===== src/common/pwrax_pkg.sv =====
// constants, types and decode helpers for the power-control auxiliary registers
// assumes a 32-bit APB slave with 8-bit byte addresses and one 10 MHz clock

package pwrax_pkg;

    // ----------------------------------------------------------------
    // bus geometry and register offsets
    // ----------------------------------------------------------------
    localparam int ADDR_W = 8;
    localparam int DATA_W = 32;
    localparam logic [7:0] OFF_OSC_CFG = 8'h14;
    localparam logic [7:0] OFF_FLASH_CTL = 8'h20;
    localparam logic [7:0] OFF_SLP_LEVEL = 8'h24;
    localparam logic [7:0] OFF_SLP_ENABLE = 8'h28;

    // ----------------------------------------------------------------
    // reset values and unlock key
    // ----------------------------------------------------------------
    localparam logic [31:0] RST_OSC_CFG = 32'h00000EAF;
    localparam logic [31:0] RST_FLASH_CTL = 32'h00000000;
    localparam logic [31:0] RST_SLP_LEVEL = 32'h00000004;
    localparam logic [31:0] RST_SLP_ENABLE = 32'h00000000;
    localparam logic [31:0] FLASH_UNLOCK_KEY = 32'h01753603;

    // ----------------------------------------------------------------
    // field positions
    // ----------------------------------------------------------------
    localparam int OSC_DELAY_LSB = 10;
    localparam int OSC_DELAY_MSB = 12;
    localparam int OSC_BROWNOUT_SRC_BIT = 9;
    localparam int OSC_POLICY_BIT = 7;
    localparam int OSC_TRIM_BIT = 6;
    localparam int OSC_OWNER_BIT = 5;
    localparam int FLASH_RUN_BIT = 2;
    localparam int FLASH_STANDBY_BIT = 1;
    localparam int FLASH_WAKE_BIT = 0;
    localparam int LEVEL_LSB = 2;
    localparam int LEVEL_MSB = 3;

    // ----------------------------------------------------------------
    // field encodings
    // ----------------------------------------------------------------
    localparam logic [1:0] LEVEL_1V5 = 2'h1;
    localparam logic [1:0] LEVEL_1V2 = 2'h3;
    localparam logic [1:0] LEVEL_EN_FIXED = 2'h0;
    localparam logic [1:0] LEVEL_EN_FOLLOW = 2'h3;
    localparam logic [1:0] BROWNOUT_FORCED = 2'h3;

    // ----------------------------------------------------------------
    // slow oscillator request states, gray along awake-asleep-starting
    // ----------------------------------------------------------------
    typedef enum logic [1:0] {
        OSC_AWAKE = 2'h0,
        OSC_ASLEEP = 2'h1,
        OSC_STARTING = 2'h3
    } pwrax_osc_state_t;

    function automatic logic pwrax_is_mapped(input logic [7:0] addr);
        return (addr == OFF_OSC_CFG) || (addr == OFF_FLASH_CTL) ||
               (addr == OFF_SLP_LEVEL) || (addr == OFF_SLP_ENABLE);
    endfunction : pwrax_is_mapped

endpackage : pwrax_pkg


===== src/hdl/pwrax_regs.sv =====
// power-control auxiliary register bank with APB slave
// assumes NRST is the core power-on reset; SYSTEM_RESET and power states are async levels
//
// The APB interface to the registers was decided locally.
`timescale 1ns/1ps
`default_nettype none

module pwrax_regs
    import pwrax_pkg::*;
#(
    parameter int SLOW_OSC_DELAY_STEP = 1
) (
    input wire logic SYS_CLK,
    input wire logic NRST,
    input wire logic PSEL,
    input wire logic PENABLE,
    input wire logic PWRITE,
    input wire logic [ADDR_W-1:0] PADDR,
    input wire logic [DATA_W-1:0] PWDATA,
    output logic [DATA_W-1:0] PRDATA,
    output logic PREADY,
    output logic PSLVERR,
    input wire logic RUN_MODE,
    input wire logic DEEP_SLEEP,
    input wire logic POWER_DOWN,
    input wire logic SYSTEM_RESET,
    input wire logic [1:0] BROWNOUT_CTRL,
    output logic [2:0] SLOW_OSC_START_DELAY,
    output logic SLOW_OSC_REQ,
    output logic FAST_OSC_TRIM_SELECT,
    output logic FAST_OSC_POWER_OWNER,
    output logic [1:0] BROWNOUT_SELECT_FIELD,
    output logic FLASH_DEEP_STANDBY,
    output logic FLASH_FAST_WAKE,
    output logic SLEEP_CORE_LEVEL_LOW
);

    localparam int CNT_W = 16;

    if (SLOW_OSC_DELAY_STEP < 1 || SLOW_OSC_DELAY_STEP * 7 >= (1 << CNT_W)) begin : g_bad_step
        $error("SLOW_OSC_DELAY_STEP out of range");
    end

    // ----------------------------------------------------------------
    // synchronised inputs
    // ----------------------------------------------------------------
    logic [5:0] async_vec;
    logic [5:0] sync_vec;
    logic run_s;
    logic sleep_s;
    logic pdown_s;
    logic sys_rst;
    logic [1:0] brownout_s;

    assign async_vec = {BROWNOUT_CTRL, SYSTEM_RESET, POWER_DOWN, DEEP_SLEEP, RUN_MODE};

    pwrax_sync #(
        .WIDTH(6)
    ) u_sync (
        .clk(SYS_CLK),
        .rst_n(NRST),
        .async_in(async_vec),
        .sync_out(sync_vec)
    );

    assign run_s = sync_vec[0];
    assign sleep_s = sync_vec[1];
    assign pdown_s = sync_vec[2];
    assign sys_rst = sync_vec[3];
    assign brownout_s = sync_vec[5:4];

    // ----------------------------------------------------------------
    // register state
    // ----------------------------------------------------------------
    logic [2:0] delay_reg;
    logic brownout_src_reg;
    logic policy_reg;
    logic trim_reg;
    logic owner_reg;
    logic standby_reg;
    logic wake_reg;
    logic [1:0] level_reg;
    logic [1:0] level_en_reg;
    logic unlocked;

    // ----------------------------------------------------------------
    // APB handshake: one wait state, writes land on the completing edge
    // ----------------------------------------------------------------
    logic acc_first;
    logic done;
    logic wr_fire;
    logic key_write;
    logic flash_accept;
    logic [DATA_W-1:0] rd_value;

    assign acc_first = PSEL && PENABLE && !PREADY;
    assign done = PSEL && PENABLE && PREADY;
    assign wr_fire = done && PWRITE;
    assign key_write = wr_fire && (PADDR == OFF_FLASH_CTL) && (PWDATA == FLASH_UNLOCK_KEY);
    // the key word itself never lands in the register
    assign flash_accept = wr_fire && (PADDR == OFF_FLASH_CTL) && unlocked &&
                          (PWDATA != FLASH_UNLOCK_KEY);

    pwrax_key_gate u_key (
        .clk(SYS_CLK),
        .rst_n(NRST),
        .clear(sys_rst),
        .done(done),
        .key_write(key_write),
        .unlocked(unlocked)
    );

    always_ff @(posedge SYS_CLK or negedge NRST) begin
        if (!NRST) begin
            PREADY <= 1'b0;
        end else begin
            PREADY <= acc_first;
        end
    end

    // unmapped addresses answer with an error and read zero
    always_ff @(posedge SYS_CLK or negedge NRST) begin
        if (!NRST) begin
            PSLVERR <= 1'b0;
        end else if (acc_first) begin
            PSLVERR <= !pwrax_is_mapped(PADDR);
        end else begin
            PSLVERR <= 1'b0;
        end
    end

    // ----------------------------------------------------------------
    // read mux; reserved bits return their reset pattern
    // ----------------------------------------------------------------
    always_comb begin
        rd_value = '0;
        unique case (PADDR)
            OFF_OSC_CFG: begin
                rd_value = RST_OSC_CFG;
                rd_value[OSC_DELAY_MSB:OSC_DELAY_LSB] = delay_reg;
                rd_value[OSC_BROWNOUT_SRC_BIT] = brownout_src_reg;
                rd_value[OSC_POLICY_BIT] = policy_reg;
                rd_value[OSC_TRIM_BIT] = trim_reg;
                rd_value[OSC_OWNER_BIT] = owner_reg;
            end
            OFF_FLASH_CTL: begin
                rd_value = RST_FLASH_CTL;
                rd_value[FLASH_RUN_BIT] = run_s;
                rd_value[FLASH_STANDBY_BIT] = standby_reg;
                rd_value[FLASH_WAKE_BIT] = wake_reg;
            end
            OFF_SLP_LEVEL: begin
                rd_value = RST_SLP_LEVEL;
                rd_value[LEVEL_MSB:LEVEL_LSB] = level_reg;
            end
            OFF_SLP_ENABLE: begin
                rd_value = RST_SLP_ENABLE;
                rd_value[LEVEL_MSB:LEVEL_LSB] = level_en_reg;
            end
            default: begin
                rd_value = '0;
            end
        endcase
    end

    always_ff @(posedge SYS_CLK or negedge NRST) begin
        if (!NRST) begin
            PRDATA <= '0;
        end else if (acc_first && !PWRITE) begin
            PRDATA <= rd_value;
        end else begin
            PRDATA <= '0;
        end
    end

    // ----------------------------------------------------------------
    // oscillator configuration, system-reset fields and power-on-reset trim select
    // ----------------------------------------------------------------
    // writes ignore reserved positions; software is expected to keep them
    always_ff @(posedge SYS_CLK or negedge NRST) begin
        if (!NRST) begin
            delay_reg <= RST_OSC_CFG[OSC_DELAY_MSB:OSC_DELAY_LSB];
            brownout_src_reg <= RST_OSC_CFG[OSC_BROWNOUT_SRC_BIT];
            policy_reg <= RST_OSC_CFG[OSC_POLICY_BIT];
            owner_reg <= RST_OSC_CFG[OSC_OWNER_BIT];
        end else if (sys_rst) begin
            delay_reg <= RST_OSC_CFG[OSC_DELAY_MSB:OSC_DELAY_LSB];
            brownout_src_reg <= RST_OSC_CFG[OSC_BROWNOUT_SRC_BIT];
            policy_reg <= RST_OSC_CFG[OSC_POLICY_BIT];
            owner_reg <= RST_OSC_CFG[OSC_OWNER_BIT];
        end else if (wr_fire && PADDR == OFF_OSC_CFG) begin
            delay_reg <= PWDATA[OSC_DELAY_MSB:OSC_DELAY_LSB];
            brownout_src_reg <= PWDATA[OSC_BROWNOUT_SRC_BIT];
            policy_reg <= PWDATA[OSC_POLICY_BIT];
            owner_reg <= PWDATA[OSC_OWNER_BIT];
        end
    end

    // trim select survives system reset; only power-on reset restores it
    always_ff @(posedge SYS_CLK or negedge NRST) begin
        if (!NRST) begin
            trim_reg <= RST_OSC_CFG[OSC_TRIM_BIT];
        end else if (wr_fire && PADDR == OFF_OSC_CFG &&
                     (owner_reg || PWDATA[OSC_OWNER_BIT])) begin
            trim_reg <= PWDATA[OSC_TRIM_BIT];
        end
    end

    // ----------------------------------------------------------------
    // flash standby control
    // ----------------------------------------------------------------
    // hardware clear wins: software cannot hold standby through a sleep entry
    always_ff @(posedge SYS_CLK or negedge NRST) begin
        if (!NRST) begin
            standby_reg <= RST_FLASH_CTL[FLASH_STANDBY_BIT];
        end else if (sys_rst || sleep_s || pdown_s) begin
            standby_reg <= 1'b0;
        end else if (flash_accept) begin
            standby_reg <= PWDATA[FLASH_STANDBY_BIT];
        end
    end

    always_ff @(posedge SYS_CLK or negedge NRST) begin
        if (!NRST) begin
            wake_reg <= RST_FLASH_CTL[FLASH_WAKE_BIT];
        end else if (sys_rst) begin
            wake_reg <= RST_FLASH_CTL[FLASH_WAKE_BIT];
        end else if (flash_accept) begin
            wake_reg <= PWDATA[FLASH_WAKE_BIT];
        end
    end

    // ----------------------------------------------------------------
    // deep-sleep core level, power-on reset only
    // ----------------------------------------------------------------
    always_ff @(posedge SYS_CLK or negedge NRST) begin
        if (!NRST) begin
            level_reg <= RST_SLP_LEVEL[LEVEL_MSB:LEVEL_LSB];
        end else if (wr_fire && PADDR == OFF_SLP_LEVEL) begin
            level_reg <= PWDATA[LEVEL_MSB:LEVEL_LSB];
        end
    end

    // level select is written regardless of the enable; software orders it
    always_ff @(posedge SYS_CLK or negedge NRST) begin
        if (!NRST) begin
            level_en_reg <= RST_SLP_ENABLE[LEVEL_MSB:LEVEL_LSB];
        end else if (wr_fire && PADDR == OFF_SLP_ENABLE) begin
            level_en_reg <= PWDATA[LEVEL_MSB:LEVEL_LSB];
        end
    end

    // unused and reserved codes fall back to the safe higher level
    always_ff @(posedge SYS_CLK or negedge NRST) begin
        if (!NRST) begin
            SLEEP_CORE_LEVEL_LOW <= 1'b0;
        end else begin
            SLEEP_CORE_LEVEL_LOW <= (level_en_reg == LEVEL_EN_FOLLOW) &&
                                    (level_reg == LEVEL_1V2);
        end
    end

    // ----------------------------------------------------------------
    // slow oscillator request sequencing
    // ----------------------------------------------------------------
    pwrax_osc_state_t osc_state_reg;
    pwrax_osc_state_t osc_state_next;
    logic [CNT_W-1:0] delay_cnt_reg;
    logic [CNT_W-1:0] delay_load;

    assign delay_load = CNT_W'(delay_reg) * CNT_W'(SLOW_OSC_DELAY_STEP);

    always_comb begin
        osc_state_next = osc_state_reg;
        unique case (osc_state_reg)
            OSC_AWAKE: begin
                if (sleep_s && policy_reg) begin
                    osc_state_next = OSC_ASLEEP;
                end
            end
            OSC_ASLEEP: begin
                if (!policy_reg) begin
                    osc_state_next = OSC_AWAKE;
                end else if (!sleep_s) begin
                    osc_state_next = OSC_STARTING;
                end
            end
            OSC_STARTING: begin
                if (sleep_s && policy_reg) begin
                    osc_state_next = OSC_ASLEEP;
                end else if (delay_cnt_reg == '0 || !policy_reg) begin
                    osc_state_next = OSC_AWAKE;
                end
            end
            default: begin
                osc_state_next = OSC_AWAKE;
            end
        endcase
    end

    always_ff @(posedge SYS_CLK or negedge NRST) begin
        if (!NRST) begin
            osc_state_reg <= OSC_AWAKE;
        end else if (sys_rst) begin
            osc_state_reg <= OSC_AWAKE;
        end else begin
            osc_state_reg <= osc_state_next;
        end
    end

    // the count is loaded while asleep, so a late field change still counts
    always_ff @(posedge SYS_CLK or negedge NRST) begin
        if (!NRST) begin
            delay_cnt_reg <= '0;
        end else if (osc_state_reg == OSC_ASLEEP) begin
            delay_cnt_reg <= delay_load;
        end else if (osc_state_reg == OSC_STARTING && delay_cnt_reg != '0) begin
            delay_cnt_reg <= delay_cnt_reg - CNT_W'(1);
        end
    end

    always_ff @(posedge SYS_CLK or negedge NRST) begin
        if (!NRST) begin
            SLOW_OSC_REQ <= 1'b1;
        end else if (sys_rst) begin
            SLOW_OSC_REQ <= 1'b1;
        end else begin
            SLOW_OSC_REQ <= (osc_state_next == OSC_AWAKE);
        end
    end

    // ----------------------------------------------------------------
    // configuration outputs
    // ----------------------------------------------------------------
    assign SLOW_OSC_START_DELAY = delay_reg;
    assign FAST_OSC_TRIM_SELECT = trim_reg;
    assign FAST_OSC_POWER_OWNER = owner_reg;
    assign FLASH_DEEP_STANDBY = standby_reg;

    always_ff @(posedge SYS_CLK or negedge NRST) begin
        if (!NRST) begin
            BROWNOUT_SELECT_FIELD <= BROWNOUT_FORCED;
        end else if (brownout_src_reg) begin
            BROWNOUT_SELECT_FIELD <= brownout_s;
        end else begin
            BROWNOUT_SELECT_FIELD <= BROWNOUT_FORCED;
        end
    end

    // wake choice frozen while asleep so the exit sees one stable value
    always_ff @(posedge SYS_CLK or negedge NRST) begin
        if (!NRST) begin
            FLASH_FAST_WAKE <= RST_FLASH_CTL[FLASH_WAKE_BIT];
        end else if (!sleep_s) begin
            FLASH_FAST_WAKE <= wake_reg;
        end
    end

endmodule : pwrax_regs
`default_nettype wire


===== src/hdl/pwrax_sync.sv =====
// two-flop synchroniser for a vector of independent levels
// assumes each bit is a quasi-static level; multi-bit codes may skew by one clock
`timescale 1ns/1ps
`default_nettype none

module pwrax_sync #(
    parameter int WIDTH = 1
) (
    input wire logic clk,
    input wire logic rst_n,
    input wire logic [WIDTH-1:0] async_in,
    output logic [WIDTH-1:0] sync_out
);

    logic [WIDTH-1:0] meta_reg;

    if (WIDTH < 1) begin : g_bad_width
        $error("pwrax_sync needs at least one bit");
    end

    // ----------------------------------------------------------------
    // first stage feeds only the second
    // ----------------------------------------------------------------
    always_ff @(posedge clk or negedge rst_n) begin
        if (!rst_n) begin
            meta_reg <= '0;
            sync_out <= '0;
        end else begin
            meta_reg <= async_in;
            sync_out <= meta_reg;
        end
    end

endmodule : pwrax_sync
`default_nettype wire


===== src/hdl/pwrax_key_gate.sv =====
// unlock tracker for the key-protected flash control register
// assumes done marks the completing edge of every bus transfer
`timescale 1ns/1ps
`default_nettype none

module pwrax_key_gate (
    input wire logic clk,
    input wire logic rst_n,
    input wire logic clear,
    input wire logic done,
    input wire logic key_write,
    output logic unlocked
);

    // ----------------------------------------------------------------
    // arm on a key write, drop on any other completed transfer
    // ----------------------------------------------------------------
    // a read in between also relocks: the key must immediately precede
    always_ff @(posedge clk or negedge rst_n) begin
        if (!rst_n) begin
            unlocked <= 1'b0;
        end else if (clear) begin
            unlocked <= 1'b0;
        end else if (done) begin
            unlocked <= key_write;
        end
    end

endmodule : pwrax_key_gate
`default_nettype wire


===== config.mk =====
export PLATFORM = sky130hd
export DESIGN_NAME = pwrax_regs
export DESIGN_NICKNAME = d
export VERILOG_FILES = /design/src/common/pwrax_pkg.sv /design/src/hdl/pwrax_regs.sv /design/src/hdl/pwrax_sync.sv /design/src/hdl/pwrax_key_gate.sv
export SDC_FILE = /design/constraint.sdc
export NUM_CORES = 1
export LEC_CHECK = 0
export ABC_AREA = 1
export ABC_CLOCK_PERIOD_IN_PS = 3130
export BUFFER_PORTS_ARGS = -buffer_cell sky130_fd_sc_hd__buf_2
export CORE_MARGIN = 4
export CORE_UTILIZATION = 40
export CTS_BUF_LIST = sky130_fd_sc_hd__clkbuf_8
export CTS_CLUSTER_SIZE = 12
export DETAILED_ROUTE_END_ITERATION = 10
export GPL_TIMING_DRIVEN = 0
export PLACE_DENSITY_LB_ADDON = 0.15
export SLEW_MARGIN = 20
export SYNTH_ARGS = -nofsm -noshare
export SYNTH_HDL_FRONTEND = slang
export SYNTH_HIERARCHICAL = 1
export SYNTH_SLANG_ARGS = --single-unit

===== constraint.sdc =====
create_clock -name SYS_CLK -period 3.13 [get_ports SYS_CLK]
set_input_delay 0.1565 -clock SYS_CLK [delete_from_list [all_inputs] [get_ports SYS_CLK]]
set_output_delay 0.1565 -clock SYS_CLK [all_outputs]
set_load 0.02 [all_outputs]

==> results_dict.tcl <==
set metrics [dict create \
    dpl_cell_area_um2 3760 \
    cp-start-kind "register" \
    place_inst 609 \
    grt_pass1_wl_mm 12.1 \
    worstMarginPinSlew_ps 761 \
    drc_errors 0 \
    vdd_ir_drop_max_v 0.000277 \
    worstHoldPathCells 3 \
    n_antenna_cell 0 \
    fin_tns_setup_ps 0 \
    ios 96 \
    cp_max_fo 4 \
    max_slew_margin_pct 49.3 \
    crit_family "simple AND/OR/NAND/NOR gates" \
    min_to "SLOW_OSC_START_DELAY[0]$_DFFE_PN1P_" \
    post_drt_wl_per_cell_um 11.3 \
    finalHoldViolations 0 \
    p_clk_share_pct 34.0 \
    netlist_area_um2 3190 \
    crit_required_ps 3360 \
    syn_inst 413 \
    stdcell_area_um2 4040 \
    port_buffers 74 \
    rows 32 \
    grt_max_degree 63 \
    initial_core_util_pct 41.2 \
    cpPeakStageDelay_ps 360 \
    fmax_mhz 640 \
    gr-total-overflow 0 \
    clockBufferDepth 2 \
    min_period_ps 1560 \
    reg2reg_depth 7 \
    root_buffer "clkbuf_8" \
    routed_wl_mm 7.14 \
    dp_slack_ps 1570 \
    rsz0062_at_grt "false" \
    critical_path_depth 7 \
    slew_viol_final 0 \
    clock-sinks 62 \
    cts.clk_slew.worst_paths_ps 80 \
    worst_clock_skew_ps 10.6 \
    max_cap_viol_count 0 \
    cp-end-kind "register" \
    power_density_nw_per_um2 533 \
    largest_reg_flops 16 \
    nets 577 \
    num_vias 2753 \
    yosys_warnings 6 \
    die-area_um2 9460 \
    outcome "finished, final reports clean" \
    timing.final.crit_share_pct 49.9 \
    combPwrFrac_pct 24.1 \
    path_common_cell "nor2_1" \
    syn_avg_cell_area_um2 7.72 \
    yosysSeqAreaShare_pct 49.0 \
    pwr-share-seq_pct 41.8 \
    grt_pass1_vias 2688 \
    cp.arrival_ps 1790 \
    cpMaxStageDelayCell "dfrtp_1" \
    holdWs_ps 56.9 \
    p_switching_uw 718 \
    drive_gt1_share_pct 27.0 \
    core-area_um2 7730 \
    setup_viol 0 \
    stdcell_count 632 \
    postCtsSetupBuffers 0 \
    dp_hpwl_mm 5.48 \
    worstHoldStart "PWDATA[10]" \
    cts_buffers 9 \
    crit_chain "inv_1 > ha_1 > nand2_2 > nor2_1 > nand3_1 > nor3_1 > nor2_1" \
    vias_per_cell 4.36 \
    critPathKind "reg -> reg" \
    initialDrtViolationCount 87 \
    track_usage_pct 15.8 \
    gp_congestion 0.858 \
    worst_slack_ps 1570 \
    swShare_pct 33.4 \
    first_pass_iters 4 \
    area_growth_syn_to_layout_pct 26.7 \
    clk_latency_ps 340 \
    cts_tree "done" \
    r2r-start "delay_cnt_reg[0]$_DFFE_PN0P_" \
    antenna_found_initial 0 \
    h-tree-depth 3 \
    cp_num_buf_inv 1 \
    fp.dieH_um 97.3 \
    die-width_um 97.3 \
    ys_ff_latch 62 \
    worst_r2r_endpoint "delay_cnt_reg[14]$_DFFE_PN0P_" \
    internal_power_mw 1.43 \
    p_leak_nw 2.25 \
    hold_path_class "in -> reg" \
    synth_cell_types 29 \
    reg2reg_slack_ps 1570 \
    antenna_left 0 \
]
==> cell type report <==
cell class,count,area (µm²)
well taps,102,128
inverters,69,264
fillers,746,3690
clock inverters,7,81.3
flip-flops and latches,62,1560
plain buffers,23,176
multi-input cells,279,1260
clock buffers,9,124
repair buffers,81,443
==> stage by stage <==
stage          util [%]  power (mW)
2_1_floorplan         -        1.30
3_3_place_gp       48.7        1.42
3_5_place_dp       48.7        1.43
4_1_cts            52.3        2.17
5_1_grt            52.3        2.30
6_report           52.3        2.15
==> Yosys cell counts <==
cell      instances  area share, %
a21oi_1           4           0.63
and2b_1           1           0.24
buf_4            22            5.2
buf_6             1           0.35
clkinv_1          2           0.24
clkinv_4          1           0.27
conb_1            1           0.12
dfrtp_1          53             42
dfstp_2           9            7.4
ha_1              1           0.39
inv_1            65            7.7
inv_2             1           0.12
mux2_2            1           0.35
nand2_1         109             13
nand2_2           3           0.59
nand2_4           3            1.1
nand3_1          21            3.3
nand4_1           5           0.98
nor2_1           61            7.2
nor2_2            7            1.4
nor2_4            1           0.35
nor3_1            8            1.3
nor3_2            2           0.63
o211ai_1          2           0.47
o21ai_0          14            2.2
o21ai_1           6           0.94
o22ai_1           1           0.20
or2_2             2           0.39
xor2_1            6            1.6
==> power groups by stage <==
stage / combinational, mW / clock [mW] / sequential, mW
finish: 0.520 / 0.732 / 0.900
global placement: 0.507 / 0 / 0.912
global route: 0.604 / 0.789 / 0.904
detailed placement: 0.515 / 0 / 0.913
floorplan: 0.392 / 0 / 0.910
CTS: 0.524 / 0.751 / 0.900
==> worst max path at each step <==
stage | from | to | slack, ps
finish | delay_cnt_reg[0]$_DFFE_PN0P_ | delay_cnt_reg[14]$_DFFE_PN0P_ | 1570
global route | delay_cnt_reg[0]$_DFFE_PN0P_ | delay_cnt_reg[12]$_DFFE_PN0P_ | 1410
CTS | delay_cnt_reg[0]$_DFFE_PN0P_ | delay_cnt_reg[12]$_DFFE_PN0P_ | 1560
detailed placement | delay_cnt_reg[0]$_DFFE_PN0P_ | delay_cnt_reg[12]$_DFFE_PN0P_ | 1570
global placement | delay_cnt_reg[0]$_DFFE_PN0P_ | delay_cnt_reg[12]$_DFFE_PN0P_ | 1570
floorplan | delay_cnt_reg[0]$_DFFE_PN0P_ | delay_cnt_reg[14]$_DFFE_PN0P_ | 1740
==> kinds of logic after synthesis <==
family	synth area share [%]
flops	49.0
xor+xnor	1.65
simple gates	30.2
other cells	0.118
fa+ha+maj	0.393
mux	0.353
buf+inv	13.8
compound gates	4.44
==> layer usage <==
metal | wire (µm) | GRT usage [%] | share of wire (%) | vias up
li1 | - | - | - | 1436
met1 | 3200 | 19.9 | 45 | 1234
met2 | 3350 | 25.6 | 47 | 77
met3 | 514 | 5.38 | 7.2 | 6
met4 | 72 | 5.01 | 1.0 | 0
met5 | 0 | 0 | 0 | -
==> timing repair <==
item | 4_1_cts | 5_1_grt
hold buffers | 7 | 0
resized for setup | 0 | 0
hold endpoints to repair | 59 | 0
==> worst register-to-register path, stage by stage, from the launching register on <==
cell and delay [ps]:
dfrtp_1 360, inv_1 110, ha_1 210, nand2_2 110, nor2_1 270, nand3_1 150, nor3_1 190, nor2_1 60
==> layout by cell type, fill, tap and decap left out, types with 6 or more instances in the layout <==
master / instances
o21ai_0: 14
dlygate4sd3_1: 7
nand3_1: 21
nor2_2: 7
clkbuf_8: 9
buf_2: 73
nand2_1: 109
buf_4: 23
inv_1: 65
conb_1: 21
dfrtp_1: 53
o21ai_1: 6
dfstp_2: 9
xor2_1: 6
nor2_1: 61
nor3_1: 8
No activity file was read; power rests on OpenSTA's default activity.
